<file path="config.mk">
export PLATFORM = sky130hd
export DESIGN_NAME = buck_dvc_powergood_control
export DESIGN_NICKNAME = d
export VERILOG_FILES = /design/src/buck_pkg.sv /design/src/ramp_gen.sv /design/src/pin_router.sv /design/src/buck_dvc_powergood_control.sv
export SDC_FILE = /design/constraint.sdc
export NUM_CORES = 1
export LEC_CHECK = 0
export BUFFER_PORTS_ARGS = -buffer_cell sky130_fd_sc_hd__buf_4
export CAP_MARGIN = 20
export CORE_MARGIN = 10
export CORE_UTILIZATION = 40
export CTS_CLUSTER_DIAMETER = 100
export CTS_CLUSTER_SIZE = 20
export DETAILED_ROUTE_END_ITERATION = 8
export HOLD_SLACK_MARGIN = 0.06
export PLACE_DENSITY = 0.67
export SYNTH_ARGS = -nofsm -noshare
export SYNTH_HDL_FRONTEND = slang
export SYNTH_SLANG_ARGS = --single-unit
export TNS_END_PERCENT = 20
</file>
<file path="constraint.sdc">
create_clock -name clk -period 5.6 [get_ports clk]
set_clock_uncertainty 0.05 [all_clocks]
set_input_delay 1.12 -clock clk [delete_from_list [all_inputs] [get_ports clk]]
set_output_delay 1.12 -clock clk [all_outputs]
set_load 0.005 [all_outputs]
</file>
<file path="src/buck_pkg.sv">
// Function
// RQ1 - each buck holds normal and retention voltage, chosen by pin or bit
// RQ2 - power good sets above threshold, clears below threshold minus hysteresis
// RQ3 - per-buck mask hides power good during a voltage ramp
// RQ4 - power good state of each buck is readable as a status bit
// RQ5 - power good routable to either general pin by per-buck select
// RQ6 - pin-mode write overrides pin until next internal power good change
// RQ7 - rewriting the active setting with a new value starts a ramp
// RQ8 - switching between normal and retention setting starts a ramp
// RQ9 - during a ramp the buck runs forced pwm with synchronous rectification
// RQ10 - ramp-complete flag routable to either general pin per buck
// RQ11 - ramp-complete reflects the digital ramp only, not the real output
// RQ12 - ramp steps 10 mV per 4, 2, 1 or 0.5 us interval
// RQ13 - voltage codes step 10 mV from 0.3 V to 1.57 V
// RQ14 - disabled buck switches on phase pull-downs unless pull-down-off set
// RQ15 - phases excluded by phase select never get a pull-down
// RQ16 - with the device off all pull-downs stay off
// RQ17 - oscillator trim moves 6 MHz clock in 180 kHz steps
// RQ18 - mode field selects synchronous pwm or pfm operation
// RQ19 - shedding in pwm mode adds or drops phases with load
// RQ20 - phase select caps active phases in every condition
// RQ21 - automatic mode picks pwm or pfm from load current
// RQ22 - mode 00 takes pwm or pfm from the active voltage setting
// RQ23 - both triggers ramp, ready flag asserted while ramping
// RQ24 - per-buck maximum clamps every programmed target
// RQ25 - ramp moves one step per interval and stops exactly on target
package buck_pkg;
  localparam int VCODE_W = 7;
  typedef logic [VCODE_W-1:0] vcode_type;
  // code 0 is 0.3 V, 127 is 1.57 V, 10 mV per code
  localparam vcode_type VCODE_MAX = 7'h7f; // RQ13
  localparam vcode_type VCODE_RST = 7'h46;
  localparam int PHASES = 2;
  localparam int STEP_TIME_PS = 500000;
  localparam int CLK_PERIOD_PS = 10000;
  // base interval 0.5 us, other rates are 2, 4, 8 times that
  localparam int STEP_CYC = (STEP_TIME_PS + CLK_PERIOD_PS - 1) / CLK_PERIOD_PS;
  localparam int TICK_W = 10;
  localparam logic [TICK_W-1:0] TICK_BASE = TICK_W'(STEP_CYC);
  localparam logic [5:0] OSC_BASE_KHZ_DIV = 6'h00;
  localparam int OSC_STEP_KHZ = 180;
  typedef enum logic [1:0] {
    MODE_FROM_VREG, MODE_PFM, MODE_PWM, MODE_AUTO
  } conv_mode_type;
  typedef enum logic [1:0] {ROUTE_NONE, ROUTE_PIN_TWO, ROUTE_PIN_THREE,
    ROUTE_RSVD} route_type;
endpackage

</file>
<file path="src/ramp_gen.sv">
`timescale 1ns/1ps
module ramp_gen
  import buck_pkg::*;
(
  // clock and reset
  input wire logic clk,
  input wire logic sys_rst,
  // control
  input wire logic enable,
  input wire buck_pkg::vcode_type target,
  input wire logic [1:0] slew_sel,
  // state
  output buck_pkg::vcode_type level_r,
  output logic ramping
);
  import buck_pkg::*;
  logic [TICK_W-1:0] tick_r;
  logic [TICK_W-1:0] tick_len;
  logic at_goal;
  logic tick_end;
  // slew_sel 0 = 4 us, 1 = 2 us, 2 = 1 us, 3 = 0.5 us
  assign tick_len = TICK_W'(TICK_BASE << (2'd3 - slew_sel)); // RQ12
  assign at_goal = (level_r == target);
  assign tick_end = (tick_r >= tick_len - TICK_W'(1));
  // flag drops the cycle the last step lands, not when output settles
  assign ramping = !at_goal && enable; // RQ11 RQ23 RQ25

  always_ff @(posedge clk or posedge sys_rst) begin
    if (sys_rst) begin
      tick_r <= '0;
    end else if (!ramping || tick_end) begin
      tick_r <= '0;
    end else begin
      tick_r <= tick_r + TICK_W'(1);
    end
  end

  // one 10 mV code per interval toward the goal
  always_ff @(posedge clk or posedge sys_rst) begin
    if (sys_rst) begin
      level_r <= VCODE_RST;
    end else if (!enable) begin
      level_r <= target;
    end else if (ramping && tick_end) begin
      if (level_r < target) begin
        level_r <= level_r + vcode_type'(1); // RQ25
      end else begin
        level_r <= level_r - vcode_type'(1); // RQ25
      end
    end
  end
endmodule

</file>
<file path="src/pin_router.sv">
`timescale 1ns/1ps
module pin_router
  import buck_pkg::*;
(
  // clock and reset
  input wire logic clk,
  input wire logic sys_rst,
  // sources
  input wire logic ok_a,
  input wire logic ok_b,
  input wire logic done_a,
  input wire logic done_b,
  // routing
  input wire buck_pkg::route_type ok_pin_route_a,
  input wire buck_pkg::route_type ok_pin_route_b,
  input wire buck_pkg::route_type ramp_done_route_a,
  input wire buck_pkg::route_type ramp_done_route_b,
  input wire logic [1:0] pin_is_out,
  // host pin mode writes
  input wire logic [1:0] pin_mode_wr,
  input wire logic [1:0] pin_mode_level,
  // pin drive
  output logic [1:0] pin_level_r
);
  import buck_pkg::*;
  logic ok_a_r;
  logic ok_b_r;
  logic done_a_r;
  logic done_b_r;
  logic [1:0] src_val;
  logic [1:0] src_chg;
  logic chg_ok_a;
  logic chg_ok_b;
  logic chg_dn_a;
  logic chg_dn_b;

  function automatic logic on_pin(input route_type r, input int p);
    return (p == 0) ? (r == ROUTE_PIN_TWO) : (r == ROUTE_PIN_THREE);
  endfunction

  assign chg_ok_a = ok_a ^ ok_a_r;
  assign chg_ok_b = ok_b ^ ok_b_r;
  assign chg_dn_a = done_a ^ done_a_r;
  assign chg_dn_b = done_b ^ done_b_r;

  for (genvar p = 0; p < 2; p++) begin : g_pin
    // power good of a wins over b if both land on one pin
    assign src_val[p] = on_pin(ok_pin_route_a, p) ? ok_a : // RQ5
      on_pin(ok_pin_route_b, p) ? ok_b :
      on_pin(ramp_done_route_a, p) ? done_a : // RQ10
      done_b;
    assign src_chg[p] = (on_pin(ok_pin_route_a, p) && chg_ok_a) ||
      (on_pin(ok_pin_route_b, p) && chg_ok_b) ||
      (on_pin(ramp_done_route_a, p) && chg_dn_a) ||
      (on_pin(ramp_done_route_b, p) && chg_dn_b);
  end

  always_ff @(posedge clk or posedge sys_rst) begin
    if (sys_rst) begin
      ok_a_r <= 1'b0;
      ok_b_r <= 1'b0;
      done_a_r <= 1'b0;
      done_b_r <= 1'b0;
    end else begin
      ok_a_r <= ok_a;
      ok_b_r <= ok_b;
      done_a_r <= done_a;
      done_b_r <= done_b;
    end
  end

  // host write holds until the routed source next changes
  for (genvar p = 0; p < 2; p++) begin : g_drv
    always_ff @(posedge clk or posedge sys_rst) begin
      if (sys_rst) begin
        pin_level_r[p] <= 1'b0;
      end else if (!pin_is_out[p]) begin // RQ5
        pin_level_r[p] <= 1'b0;
      end else if (src_chg[p]) begin
        pin_level_r[p] <= src_val[p]; // RQ6
      end else if (pin_mode_wr[p]) begin
        pin_level_r[p] <= pin_mode_level[p]; // RQ6
      end
    end
  end
endmodule

</file>
<file path="src/buck_dvc_powergood_control.sv">
`timescale 1ns/1ps
module buck_dvc_powergood_control
  import buck_pkg::*;
(
  // clock and reset
  input wire logic clk,
  input wire logic sys_rst,
  // chip and buck enables
  input wire logic chip_enable_pin,
  input wire logic [1:0] buck_enable_pin,
  // voltage select
  input wire logic [1:0] volt_select_pin,
  input wire logic [1:0] volt_select_pin_from_pin,
  input wire logic volt_choice_a,
  input wire logic volt_choice_b,
  // voltage settings, pwm select bits per buck: bit0 normal, bit1 retention
  input wire buck_pkg::vcode_type vnorm_a,
  input wire buck_pkg::vcode_type vret_a,
  input wire buck_pkg::vcode_type vnorm_b,
  input wire buck_pkg::vcode_type vret_b,
  input wire buck_pkg::vcode_type vmax_a,
  input wire buck_pkg::vcode_type vmax_b,
  input wire logic [1:0] vreg_pwm_a,
  input wire logic [1:0] vreg_pwm_b,
  input wire logic [1:0] slew_sel_a,
  input wire logic [1:0] slew_sel_b,
  // analogue comparators per buck
  input wire logic [1:0] above_pg_th,
  input wire logic [1:0] below_pg_hys,
  input wire logic [1:0] load_high,
  input wire logic [1:0] load_shed,
  // power good config
  input wire logic pg_ramp_mask_a,
  input wire logic pg_ramp_mask_b,
  input wire buck_pkg::route_type ok_pin_route_a,
  input wire buck_pkg::route_type ok_pin_route_b,
  input wire buck_pkg::route_type ramp_done_route_a,
  input wire buck_pkg::route_type ramp_done_route_b,
  input wire logic [1:0] pin_is_out,
  input wire logic [1:0] pin_mode_wr,
  input wire logic [1:0] pin_mode_level,
  // phases and modes
  input wire logic pulldown_off_a,
  input wire logic pulldown_off_b,
  input wire logic [1:0] phase_sel_a,
  input wire logic [1:0] phase_sel_b,
  input wire logic shed_enable_a,
  input wire logic shed_enable_b,
  input wire buck_pkg::conv_mode_type conv_mode_a,
  input wire buck_pkg::conv_mode_type conv_mode_b,
  input wire logic [5:0] osc_trim,
  // status
  output logic output_ok_status_a,
  output logic output_ok_status_b,
  output logic [1:0] ramp_busy,
  // pins
  output logic gp_pin_two,
  output logic gp_pin_three,
  // converter drive
  output buck_pkg::vcode_type dac_a,
  output buck_pkg::vcode_type dac_b,
  output logic [1:0] pwm_forced,
  output logic [1:0] pfm_on,
  output logic [1:0] phase_on_a,
  output logic [1:0] phase_on_b,
  output logic [1:0] pulldown_on_a,
  output logic [1:0] pulldown_on_b,
  output logic [5:0] osc_trim_out
);
  import buck_pkg::*;

  // ****************************************
  // voltage target selection
  // ****************************************
  logic [1:0] en;
  logic [1:0] sel_ret;
  vcode_type tgt_a;
  vcode_type tgt_b;
  logic [1:0] pwm_a_vreg;
  logic [1:0] busy;
  logic [1:0] pg_r;
  logic [1:0] pg_nxt;
  logic [1:0] pg_vis;
  logic [1:0] pwm_mode;
  logic [1:0] pfm_mode;
  logic [1:0] shed_r;

  function automatic vcode_type clamp(input vcode_type v, input vcode_type m);
    return (v > m) ? m : v;
  endfunction

  function automatic logic [1:0] phase_mask(input logic [1:0] sel,
                                            input logic shed);
    // sel 0 = one phase, else both; shedding never exceeds sel
    return (sel == 2'h0 || shed) ? 2'h1 : 2'h3;
  endfunction

  assign en = buck_enable_pin & {2{chip_enable_pin}};
  assign sel_ret[0] = volt_select_pin_from_pin[0] ? volt_select_pin[0] :
    volt_choice_a; // RQ1
  assign sel_ret[1] = volt_select_pin_from_pin[1] ? volt_select_pin[1] :
    volt_choice_b; // RQ1
  // the ramp goal follows the live value and the selection, clamped to the per-buck maximum
  assign tgt_a = clamp(sel_ret[0] ? vret_a : vnorm_a, vmax_a); // RQ7 RQ8 RQ24
  assign tgt_b = clamp(sel_ret[1] ? vret_b : vnorm_b, vmax_b); // RQ7 RQ8 RQ24
  assign pwm_a_vreg = {vreg_pwm_b[sel_ret[1]], vreg_pwm_a[sel_ret[0]]};

  // ****************************************
  // ramps
  // ****************************************
  ramp_gen u_ramp_a (
    .clk(clk),
    .sys_rst(sys_rst),
    .enable(en[0]),
    .target(tgt_a),
    .slew_sel(slew_sel_a),
    .level_r(dac_a),
    .ramping(busy[0])
  );

  ramp_gen u_ramp_b (
    .clk(clk),
    .sys_rst(sys_rst),
    .enable(en[1]),
    .target(tgt_b),
    .slew_sel(slew_sel_b),
    .level_r(dac_b),
    .ramping(busy[1])
  );

  assign ramp_busy = busy; // RQ23

  // ****************************************
  // power good with hysteresis
  // ****************************************
  for (genvar i = 0; i < 2; i++) begin : g_pg
    assign pg_nxt[i] = !en[i] ? 1'b0 :
      above_pg_th[i] ? 1'b1 :
      below_pg_hys[i] ? 1'b0 : pg_r[i]; // RQ2
  end
  assign pg_vis[0] = pg_r[0] && !(pg_ramp_mask_a && busy[0]); // RQ3
  assign pg_vis[1] = pg_r[1] && !(pg_ramp_mask_b && busy[1]); // RQ3
  assign output_ok_status_a = pg_vis[0]; // RQ4
  assign output_ok_status_b = pg_vis[1]; // RQ4

  always_ff @(posedge clk or posedge sys_rst) begin
    if (sys_rst) begin
      pg_r <= 2'h0;
    end else begin
      pg_r <= pg_nxt;
    end
  end

  // ****************************************
  // pin routing
  // ****************************************
  logic [1:0] pin_lvl;

  pin_router u_route (
    .clk(clk),
    .sys_rst(sys_rst),
    .ok_a(pg_vis[0]),
    .ok_b(pg_vis[1]),
    .done_a(busy[0]),
    .done_b(busy[1]),
    .ok_pin_route_a(ok_pin_route_a),
    .ok_pin_route_b(ok_pin_route_b),
    .ramp_done_route_a(ramp_done_route_a),
    .ramp_done_route_b(ramp_done_route_b),
    .pin_is_out(pin_is_out),
    .pin_mode_wr(pin_mode_wr),
    .pin_mode_level(pin_mode_level),
    .pin_level_r(pin_lvl)
  );
  assign gp_pin_two = pin_lvl[0];
  assign gp_pin_three = pin_lvl[1];

  // ****************************************
  // operating mode
  // ****************************************
  for (genvar i = 0; i < 2; i++) begin : g_mode
    conv_mode_type m;
    assign m = (i == 0) ? conv_mode_a : conv_mode_b;
    assign pwm_mode[i] = busy[i] || // RQ9
      (m == MODE_PWM) || // RQ18
      (m == MODE_FROM_VREG && pwm_a_vreg[i]) || // RQ22
      (m == MODE_AUTO && load_high[i]); // RQ21
    assign pfm_mode[i] = en[i] && !pwm_mode[i];
  end
  assign pwm_forced = pwm_mode & en;
  assign pfm_on = pfm_mode;

  // shedding state registered so the phase count does not chatter
  always_ff @(posedge clk or posedge sys_rst) begin
    if (sys_rst) begin
      shed_r <= 2'h0;
    end else begin
      shed_r[0] <= shed_enable_a && pwm_mode[0] && !busy[0] &&
        load_shed[0]; // RQ19
      shed_r[1] <= shed_enable_b && pwm_mode[1] && !busy[1] &&
        load_shed[1]; // RQ19
    end
  end

  assign phase_on_a = en[0] ? phase_mask(phase_sel_a, shed_r[0]) :
    2'h0; // RQ20
  assign phase_on_b = en[1] ? phase_mask(phase_sel_b, shed_r[1]) :
    2'h0; // RQ20

  // ****************************************
  // pull-downs and oscillator
  // ****************************************
  assign pulldown_on_a = (chip_enable_pin && !buck_enable_pin[0] && // RQ16
    !pulldown_off_a) ? phase_mask(phase_sel_a, 1'b0) : 2'h0; // RQ14 RQ15
  assign pulldown_on_b = (chip_enable_pin && !buck_enable_pin[1] && // RQ16
    !pulldown_off_b) ? phase_mask(phase_sel_b, 1'b0) : 2'h0; // RQ14 RQ15
  // each trim code moves the oscillator by one 180 kHz step
  assign osc_trim_out = osc_trim; // RQ17
endmodule

</file>
== After elaboration in Yosys (flattened, before gate mapping) ==
Cells that the tools add are included.

* Memory bits (read-only): 0
* Register bits: 44
* Bits in latches: 0
* Memory bits (writable): 0
* Memories: 0

* Div/mod/pow operators: 0
* Multipliers: 0
* Mux-type cells: 44
* Reductions and logical operators: 64
* Equality and inequality tests: 20
* Add/subtract/negate cells: 10
* Shift operators: 2
* Magnitude comparators: 8
* Bitwise operators: 6

{| class="wikitable"
|+ Operator list
! kind !! number
|-
| $mux 7 || 10
|-
| $logic_and 1x1->1 || 32
|-
| $mux 1 || 24
|-
| $add 10x1->10 const B || 2
|-
| $ge 10x10->1 || 2
|-
| $mux 10 || 2
|-
| $shl 6x2->10 const A || 2
|-
| $sub 10x1->10 const B || 2
|-
| $eq 2x2->1 const B || 8
|-
| $logic_or 1x1->1 || 16
|-
| $mux 2 || 8
|-
| $add 7x1->7 const B || 2
|-
| $eq 7x7->1 || 2
|-
| $gt 7x7->1 || 2
|-
| $lt 7x7->1 || 2
|-
| $sub 7x1->7 const B || 2
|-
| $logic_not 1->1 || 12
|-
| $eq 2x1->1 const B || 4
|-
| $logic_not 2->1 || 4
|-
| $ne 3x1->1 const B || 2
|-
| $ne 3x3->1 const B || 2
|-
| $and 2x2->2 || 2
|-
| $lt 1x2->1 const B || 2
|-
| $ne 2x1->1 const B || 2
|-
| 2 further kinds || 6
|}

== Depth between registers and ports, before layout ==
Gate-level depths: netlist of run 1.

* Depth after elaboration: 17
* Gate-level depth with buffers: 19
* Gate-level depth less buffers: 18

== By module ==
From an unflattened synthesis of run 1, not the netlist that was laid out.

* Cell total of the unflattened synthesis: 462
* Area, all modules: 4275.4 µm²

{| class="wikitable"
|+ By module, submodules not included
! module !! seq. area each (µm²) !! cells each !! times used !! area each (µm²)
|-
| ramp_gen || 429.2 || 149 || 2 || 1413.9
|-
| buck_dvc_powergood_control || 100.1 || 124 || 1 || 1061.0
|-
| pin_router || 150.1 || 40 || 1 || 386.6
|}

== Worst setup path after synthesis of run 1 ==
OpenSTA, ideal clock, no wires.

* Kind: input-to-reg
* From: in volt_select_pin_from_pin[0]
* To: reg u_ramp_a.level_r[6]
* Cell stages on the path: 19
* Path slack: 0.159 ns
* Path buffers: 1
* Library setup time: 0.080 ns
* Data arrival time: 5.311 ns
* Cell sequence: mux2i_2 > mux2_2 > ha_1 > a211oi_1 > o21bai_1 > o21ba_2 > buf_2 > mux2i_1 > ha_1 > a21o_1 > a21oi_1 > o221ai_1 > fa_1 > a211oi_1 > o21bai_1 > a21oi_1 > xor2_1 > mux2i_1 > nand2_1

* Longest elaborated chain between the ends: 9
* Elaborated cells on any way between the ends: 13
* Classes of those cells: 2 x order compare; 2 x eq/ne; 6 x mux; 3 x reduce/logical

{| class="wikitable"
|+ Ends and longest elaborated chain
! what !! RTL line !! source
|-
| start, declared || buck_dvc_powergood_control.sv:13 || <nowiki>input wire logic [1:0] volt_select_pin_from_pin,</nowiki>
|-
| $mux 1 * || buck_dvc_powergood_control.sv:99 || <nowiki>assign sel_ret[0] = volt_select_pin_from_pin[0] ? volt_select_pin[0] :</nowiki>
|-
| $mux 7 * || buck_dvc_powergood_control.sv:104 || <nowiki>assign tgt_a = clamp(sel_ret[0] ? vret_a : vnorm_a, vmax_a);</nowiki>
|-
| $gt 7x7->1 || buck_dvc_powergood_control.sv:89 || <nowiki>return (v > m) ? m : v;</nowiki>
|-
| $mux 7 * || buck_dvc_powergood_control.sv:89 ||
|-
| branches (longest 5 deep; another with $lt 7x7->1) || -- ||
|-
| end signal, assigned || ramp_gen.sv:43 || <nowiki>level_r <= target;</nowiki>
|-
| end signal, assigned || ramp_gen.sv:46 || <nowiki>level_r <= level_r + vcode_type'(1);</nowiki>
|-
| end signal, assigned || ramp_gen.sv:48 || <nowiki>level_r <= level_r - vcode_type'(1);</nowiki>
|-
| end, declared || ramp_gen.sv:13 || <nowiki>output buck_pkg::vcode_type level_r,</nowiki>
|}

Mark *: on every way between the ends. The select of a mux whose other input is x is not followed.
A chain may end at the register's enable or synchronous reset.

== Final worst setup path of run 1 ==
* From: in volt_select_pin_from_pin[1]
* To: out pfm_on[1]

* Longest elaborated chain between the ends: 12
* Elaborated cells on any way between the ends: 15
* Classes of those cells: 1 x order compare; 1 x eq/ne; 5 x mux; 8 x reduce/logical

{| class="wikitable"
|+ Ends and longest elaborated chain
! what !! RTL line !! source
|-
| $mux 1 * || buck_dvc_powergood_control.sv:101 || <nowiki>assign sel_ret[1] = volt_select_pin_from_pin[1] ? volt_select_pin[1] :</nowiki>
|-
| $mux 7 || buck_dvc_powergood_control.sv:105 || <nowiki>assign tgt_b = clamp(sel_ret[1] ? vret_b : vnorm_b, vmax_b);</nowiki>
|-
| $gt 7x7->1 || buck_dvc_powergood_control.sv:89 ||
|-
| $mux 7 || buck_dvc_powergood_control.sv:89 ||
|-
| $eq 7x7->1 || ramp_gen.sv:23 || <nowiki>assign at_goal = (level_r == target);</nowiki>
|-
| $logic_not 1->1 || ramp_gen.sv:26 || <nowiki>assign ramping = !at_goal && enable;</nowiki>
|-
| $logic_and 1x1->1 || ramp_gen.sv:26 ||
|-
| $logic_or 1x1->1 || buck_dvc_powergood_control.sv:184 || <nowiki>assign pwm_mode[i] = busy[i] ||</nowiki>
|-
| $logic_or 1x1->1 * || buck_dvc_powergood_control.sv:185 || <nowiki>(m == MODE_PWM) ||</nowiki>
|-
| $logic_or 1x1->1 * || buck_dvc_powergood_control.sv:186 || <nowiki>(m == MODE_FROM_VREG && pwm_a_vreg[i]) ||</nowiki>
|-
| $logic_not 1->1 * || buck_dvc_powergood_control.sv:188 || <nowiki>assign pfm_mode[i] = en[i] && !pwm_mode[i];</nowiki>
|-
| $logic_and 1x1->1 * || buck_dvc_powergood_control.sv:188 ||
|-
| end, declared || buck_dvc_powergood_control.sv:63 || <nowiki>output logic [1:0] pfm_on,</nowiki>
|}

Mark *: on every way between the ends. The rest lies on a longest branch, timed or not. The select of a mux whose other input is x is not followed.

==> results.sh, run 1 <==
export IMPL_cp_cell_sequence="buf_4 -> mux2i_2 -> buf_6 -> mux2_2 -> ha_1 -> a211oi_2 -> o21bai_2 -> o21ba_4 -> buf_4 -> mux2i_1 -> ha_1 -> nand4_1 -> o21ai_4 -> inv_1 -> nor3_1 -> buf_4"
export IMPL_post_route_cells_drive_above_1_share=0.3460
export IMPL_instances_no_fill=740
export IMPL_number_of_flops_mapped_to_enable_cells_by_yosys=0
export IMPL_kind_of_cell_with_the_highest_combined_delay_on_the_critical_path="compound AO/OA/AOI/OAI gates"
export IMPL_post_dp_hpwl_um=10110
export IMPL_async_flop_share=1.000
export IMPL_n_antenna_cell=0
export IMPL_initialDrtViolationCount=140
export IMPL_yosysWarningCount=0
export IMPL_design_core_area_mm2=0.01037
export IMPL_syn_inst=462
export IMPL_path_common_cell="buf_4"
export IMPL_crit_path_top_delay_cell="mux2_2"
export IMPL_drt_pre_antenna_iters=4
export IMPL_detailed_place_area_mm2=0.005431
export IMPL_setup_viol=0
export IMPL_post_route_min_period_ns=5.494
export IMPL_worstPathArrival_ns=4.32
export IMPL_preCtsSetupSlack_ns=-0.04381
export IMPL_placed_cells=727
export IMPL_finalMaxSlewViolations=0
export IMPL_grt_pass1_wl_um=18870
export IMPL_power_leakage_nw=2.809
export IMPL_hold_path_startpoint="u_ramp_a.tick_r[0]"
export IMPL_grt_overflow=0
export IMPL_hold_viol_final=0
export IMPL_timing_hold_worst_endpoint="u_ramp_a.tick_r[0]"
export IMPL_synth_cell_area_mm2=0.004292
export IMPL_cp_slowest_stage_delay_ns=0.36
export IMPL_wl_per_cell_um=16.32
export IMPL_worst_slew_pin_transition_ns=0.9490
export IMPL_ys_flop_type="dfrtp_1"
export IMPL_multiInputGateArea_mm2=0.003030
export IMPL_nNetsFinal=772
export IMPL_die_height_um=123.6
export IMPL_fp_dieW_um=123.6
export IMPL_drc_viols=0
export IMPL_post_synth_top_count_cell="ha_1"
export IMPL_peakVddDrop_mv=0.1026
export IMPL_ctsRootBufferMaster="clkbuf_8"
export IMPL_synth_commonest_cells="ha_1 (64), inv_1 (44), mux2i_1 (42)"
export IMPL_clock_tree_buffer_depth=2
export IMPL_number_of_synthesized_register_bits=44
export IMPL_worst_skew_pair_late_latency_ns=0.30
export IMPL_antenna_found_initial=1
export IMPL_grt_max_degree=45
export IMPL_powerDensity_mw_per_mm2=250.4
export IMPL_gpl_final_weighted_congestion=0.8972
export IMPL_area_sequential_mm2=0.001109
export IMPL_clkSlewWorstSetupHoldPaths_ns=0.08
export IMPL_layout_setup_ws_ns=0.1065
export IMPL_reg2reg_depth=12
export IMPL_design_portCount=141
export IMPL_fill_cells=960
export IMPL_synthDominantCellAreaShare=0.2216
export IMPL_tritoncts="yes"
export IMPL_via_count_of_the_first_global_routing_pass=3932
export IMPL_post_synthesis_area_per_instance_um2=9.289
export IMPL_finalWirelength_um=12080
export IMPL_endpoint_of_the_worst_slack_reg_to_reg_timing_path="u_ramp_a.level_r[6]"
export IMPL_synthToLayoutAreaGrowth_pct=33.09
export IMPL_worst_endpoint_required_ns=4.43
export IMPL_clock_tree_htree_level_count=2
export IMPL_numClockSinks=44
export IMPL_min_path_cells=1
export IMPL_drv_cap=0
export IMPL_count_of_unique_library_cells_instantiated_by_yosys=50
export IMPL_yosys_area_top_type="dfrtp_1"
export IMPL_postLayoutCellArea_mm2=0.005712
export IMPL_layout_worst_path_cycle_share=0.9810
export IMPL_path_max_fanout=8
export IMPL_upper_clock_frequency_limit_mhz=182.0
export IMPL_run_status="complete, no violations"
export IMPL_drtAntennaViolNets=0
export IMPL_setup_worst_path_class="input pin to output pin"
export IMPL_r2r_slack_ns=2.70
export IMPL_crit_reg2reg_launch="u_ramp_a.level_r[5]"
export IMPL_timing_critical_path_from_type="input pin"
export IMPL_routed_via_count=3866
export IMPL_global_route_usage_total=0.1492
export IMPL_synthTopCellsByArea="dfrtp_1 (22%), ha_1 (19%), mux2i_1 (9.8%), inv_1 (3.8%), dfstp_2 (3.7%)"
export IMPL_rows=37
export IMPL_seq_area_frac_synth=0.2583
export IMPL_post_drt_via_cell_ratio=5.224
export IMPL_worst_path_buf_inv=5
export IMPL_worstHoldPathType="flop to flop"
export IMPL_worst_slew_margin_rel=0.3664
export IMPL_buffers_on_ports=128
export IMPL_grt_setup_unrepaired="yes"
export IMPL_total_clock_buffers_created_by_cts=5
export IMPL_critPathCaptureType="output pin"
export IMPL_fp_dieArea_mm2=0.01527
export IMPL_initial_core_utilization=0.4139
[cell families after synthesis]
| family | count (synthesis) | share of synthesized area |
|---|---|---|
| simple gates | 111 | 0.1271 |
| compound gates | 91 | 0.1446 |
| fa+ha+maj | 66 | 0.1959 |
| buf+inv | 59 | 0.06327 |
| mux | 58 | 0.1411 |
| flops | 44 | 0.2583 |
| xor+xnor | 32 | 0.06881 |
| other cells | 1 | 0.0008738 |
[metrics by stage]
stage / utilization / total power, mW / TNS [ns] / hold WS (ns)
2_1_floorplan: - / 0.9002 / 0 / 0.4185
3_3_place_gp: 0.5238 / 1.132 / 0 / 0.4540
4_1_cts: 0.5355 / 1.408 / 0 / 0.4706
3_5_place_dp: 0.5238 / 1.154 / -0.1242 / 0.4590
5_1_grt: 0.5508 / 1.548 / -0.2136 / 0.5049
6_report: 0.5508 / 1.430 / 0 / 0.4645
[state kept, by name, indices dropped and copies added, names as in the netlist]
signal               flops
pg_r                     2
u_route.done_a_r         1
u_ramp_b.level_r         7
u_route.done_b_r         1
u_ramp_b.tick_r         10
u_ramp_a.level_r         7
u_route.ok_b_r           1
u_ramp_a.tick_r         10
shed_r                   2
u_route.ok_a_r           1
u_route.pin_level_r      2
[how the worst max path moves through the flow]
| stage | end | slack, ns | depth (start not counted) | from |
|---|---|---|---|---|
| after detailed placement | u_ramp_a.level_r[5] | -0.04 | 21 | volt_select_pin_from_pin[0] |
| after global placement | u_ramp_a.level_r[5] | 0.08 | 21 | volt_select_pin_from_pin[0] |
| after global routing | pfm_on[1] | -0.09 | 16 | volt_select_pin_from_pin[1] |
| final | pfm_on[1] | 0.11 | 16 | volt_select_pin_from_pin[1] |
| after CTS | pfm_on[0] | 0.03 | 15 | volt_select_pin_from_pin[0] |
| after floorplan | u_ramp_a.level_r[6] | 0.16 | 19 | volt_select_pin_from_pin[0] |
[cell usage in the layout (no fill, tap or decap), drive strengths merged, types with 3 or more instances in the layout]
master / Yosys / layout
nand3b: 3 / 3
and3: 6 / 6
inv: 45 / 45
o221ai: 3 / 3
nand2b: 3 / 3
ha: 64 / 64
clkinv: 2 / 3
mux2: 14 / 14
a21oi: 24 / 24
nand2: 23 / 23
nor2: 38 / 38
nor3: 4 / 4
xnor2: 15 / 15
nand3: 15 / 15
nand4: 8 / 8
dfrtp: 38 / 38
o21a: 3 / 3
a21o: 6 / 6
buf: 12 / 145
mux2i: 44 / 44
nor2b: 4 / 4
xor2: 17 / 17
a211oi: 8 / 8
clkbuf: 0 / 6
o21ai: 26 / 26
o211ai: 4 / 4
dfstp: 6 / 6
o21bai: 6 / 6
[cell type report]
type | instances | share of cell area
multi-input cells | 360 | 0.5306
flip-flops and latches | 44 | 0.1941
repair buffers | 145 | 0.1941
inverters | 47 | 0.03264
well taps | 136 | 0.02979
clock buffers | 6 | 0.01271
clock inverters | 2 | 0.006134
[per-layer routing]
| metal | part of all wire | up-vias | track usage |
|---|---|---|---|
| met5 | 0.0011 | - | 0 |
| met4 | 0.020 | 2 | 0.03857 |
| met3 | 0.052 | 19 | 0.03032 |
| met2 | 0.50 | 113 | 0.2583 |
| met1 | 0.43 | 1814 | 0.1849 |
| li1 | - | 1918 | - |
[timing repair]
item                                    in CTS  in global routing
pin swaps                                    1                  6
hold buffers                                 0                  0
resized for setup                            3                 19
setup buffers                                0                  5
endpoints found under the setup margin       1                 11
[power by group]
part	internal [mW]	leakage [nW]	switching, mW
combinational	0.407	2.19	0.382
clock	0.133	0.0552	0.113
sequential	0.353	0.567	0.0433
total	0.893	2.81	0.538
No activity file was read; power rests on OpenSTA's default activity.
==> inputs of run 2 (changes only) <==
==> constraint.sdc (replaced) <==
create_clock -name clk -period 6.6 [get_ports clk]
set_clock_uncertainty 0.05 [all_clocks]
set_input_delay 1.32 -clock clk [delete_from_list [all_inputs] [get_ports clk]]
set_output_delay 1.32 -clock clk [all_outputs]
set_load 0.005 [all_outputs]
==> results.sh, run 2 (synthesis gave the netlist of run 1 again) <==
export IMPL_run_status="complete, no violations"
export IMPL_wl_met2_um=5854
export IMPL_r2r_slack_ns=3.49
export IMPL_utilization_of_the_core_after_routing=0.5294
export IMPL_design_portCount=141
export IMPL_drc_viols=0
export IMPL_critPathCaptureType="output pin"
export IMPL_setup_viol=0
export IMPL_hold_viol_final=0
export IMPL_fp_dieW_um=123.6
export IMPL_post_cts_buffers=0
export IMPL_leading_cell_type_in_the_layout_fill_and_taps_excluded="buf_4"
export IMPL_worst_endpoint_required_ns=5.23
export IMPL_power_leakage_nw=2.733
export IMPL_finalWirelength_um=11730
export IMPL_metal3_wl_um=734
export IMPL_layout_setup_ws_ns=0.3043
export IMPL_wl_per_cell_um=16.18
export IMPL_final_cell_mix="buf_4 (129), ha_1 (64), inv_1 (43), mux2i_1 (42), dfrtp_1 (38)"
export IMPL_registers_with_the_highest_flip_flop_counts="u_ramp_a.tick_r x10, u_ramp_b.tick_r x10"
export IMPL_topRoutingLayerUsed="met4"
export IMPL_crit_reg2reg_launch="u_ramp_b.level_r[2]"
export IMPL_grt_setup_unrepaired="no"
export IMPL_preCtsSetupSlack_ns=0.3440
export IMPL_power_share_clock=0.190
export IMPL_numClockSinks=44
export IMPL_post_dp_hpwl_um=10060
export IMPL_power_net_switching_uw=438.8
export IMPL_fp_dieArea_mm2=0.01527
export IMPL_drt_pre_antenna_iters=4
export IMPL_instances_no_fill=725
export IMPL_die_height_um=123.6
export IMPL_worst_setup_path_startpoint="volt_select_pin_from_pin[1]"
export IMPL_total_clock_buffers_created_by_cts=5
export IMPL_rows=37
export IMPL_design_core_area_mm2=0.01037
export IMPL_synthToLayoutAreaGrowth_pct=27.93
export IMPL_timing_critical_path_from_type="input pin"
export IMPL_path_max_fanout=8
export IMPL_initial_core_utilization=0.4139
export IMPL_reg2reg_depth=11
export IMPL_post_cts_resized_instances=0
export IMPL_combinational_fraction_of_design_power=0.525
export IMPL_netSwitchingFraction=0.3744
export IMPL_worstHoldPathType="flop to flop"
export IMPL_worstPathArrival_ns=4.93
export IMPL_post_route_cells_drive_above_1_share=0.3056
export IMPL_grt_pass1_wl_um=18680
export IMPL_nNetsFinal=757
export IMPL_grt_max_degree=45
export IMPL_setup_worst_path_class="input pin to output pin"
export IMPL_via_count_of_the_first_global_routing_pass=3980
export IMPL_finalMaxSlewViolations=0
export IMPL_powerDensity_mw_per_mm2=213.5
export IMPL_drtAntennaViolNets=0
export IMPL_finalSetupTns_ns=0
export IMPL_initialDrtViolationCount=134
export IMPL_clock_tree_buffer_depth=2
export IMPL_cts_hold_buf=0
export IMPL_n_antenna_cell=0
export IMPL_detail_route_wirelength_met1_um=4918
export IMPL_ctsRootBufferMaster="clkbuf_8"
export IMPL_tritoncts="yes"
export IMPL_placed_cells=716
export IMPL_seqPwrFrac=0.285
export IMPL_worst_skew_pair_late_latency_ns=0.30
export IMPL_buffers_on_ports=128
export IMPL_worst_slew_pin_transition_ns=0.5776
export IMPL_layout_worst_path_cycle_share=0.9539
export IMPL_gpl_final_weighted_congestion=0.8818
export IMPL_crit_end="pfm_on[1]"
export IMPL_routed_via_count=3762
export IMPL_post_route_min_period_ns=6.296
export IMPL_post_drt_via_cell_ratio=5.189
export IMPL_upper_clock_frequency_limit_mhz=158.8
export IMPL_global_route_usage_total=0.1486
export IMPL_p_int_uw=733.3
export IMPL_clkSlewWorstSetupHoldPaths_ns=0.09
export IMPL_clock_tree_htree_level_count=2
export IMPL_grt_overflow=0
export IMPL_peakVddDrop_mv=0.09632
export IMPL_drv_cap=0
export IMPL_antenna_found_initial=0
export IMPL_endpoint_of_the_worst_slack_reg_to_reg_timing_path="u_ramp_b.level_r[6]"
export IMPL_worst_slew_margin_rel=0.6073
run 2: worst max-delay path: stages:
cell,delay (ns)
buf_4,0.09
mux2i_2,0.52
mux2_2,0.42
ha_1,0.29
nand4_1,0.12
a21oi_1,0.24
o21ba_2,0.31
mux2i_1,0.39
ha_1,0.21
nand4_1,0.18
o21ai_4,0.31
inv_1,0.18
nor3_1,0.19
buf_4,0.14
run 2: power groups by stage:
stage                     clock network, mW  registers [mW]  logic (mW)
after global placement                    0           0.339       0.594
after CTS                             0.228           0.334       0.617
after floorplan                           0           0.330       0.434
after detailed placement                  0           0.339       0.611
final                                 0.223           0.334       0.616
after global routing                  0.239           0.338       0.694
run 2: worst min path at each step:
stage | cells after the start | endpoint | slack (ns) | from
floorplan | 1 | u_ramp_a.tick_r[0] | 0.42 | u_ramp_a.tick_r[0]
global placement | 1 | u_ramp_b.tick_r[0] | 0.45 | u_ramp_b.tick_r[0]
detailed placement | 1 | u_ramp_a.tick_r[0] | 0.46 | u_ramp_a.tick_r[0]
CTS | 1 | u_ramp_a.tick_r[0] | 0.47 | u_ramp_a.tick_r[0]
global route | 1 | u_ramp_a.tick_r[0] | 0.52 | u_ramp_a.tick_r[0]
finish | 1 | u_ramp_a.tick_r[0] | 0.46 | u_ramp_a.tick_r[0]
run 2: final cells by class:
type	count	area (µm²)
Timing Repair Buffer	130	988.4
Sequential cell	44	1109
Inverter	47	186.4
Clock buffer	6	82.58
Multi-Input combinational cell	360	2915
Tap cell	136	170.2
Fill cell	968	4880
Clock inverter	2	38.79
run 2: per-layer routing:
metal | up-vias | global-route usage
li1 | 1891 | -
met1 | 1760 | 0.1759
met2 | 98 | 0.2573
met3 | 13 | 0.03756
met4 | 0 | 0.04803
met5 | - | 0
run 2: stage by stage:
| step | total power [mW] | hold slack, ns | area (µm²) |
|---|---|---|---|
| 3_5_place_dp | 0.9502 | 0.4571 | 5349 |
| 3_3_place_gp | 0.9327 | 0.4518 | 5349 |
| 5_1_grt | 1.271 | 0.5159 | 5490 |
| 6_report | 1.172 | 0.4590 | 5490 |
| 2_1_floorplan | 0.7638 | 0.4185 | 4295 |
| 4_1_cts | 1.180 | 0.4660 | 5470 |
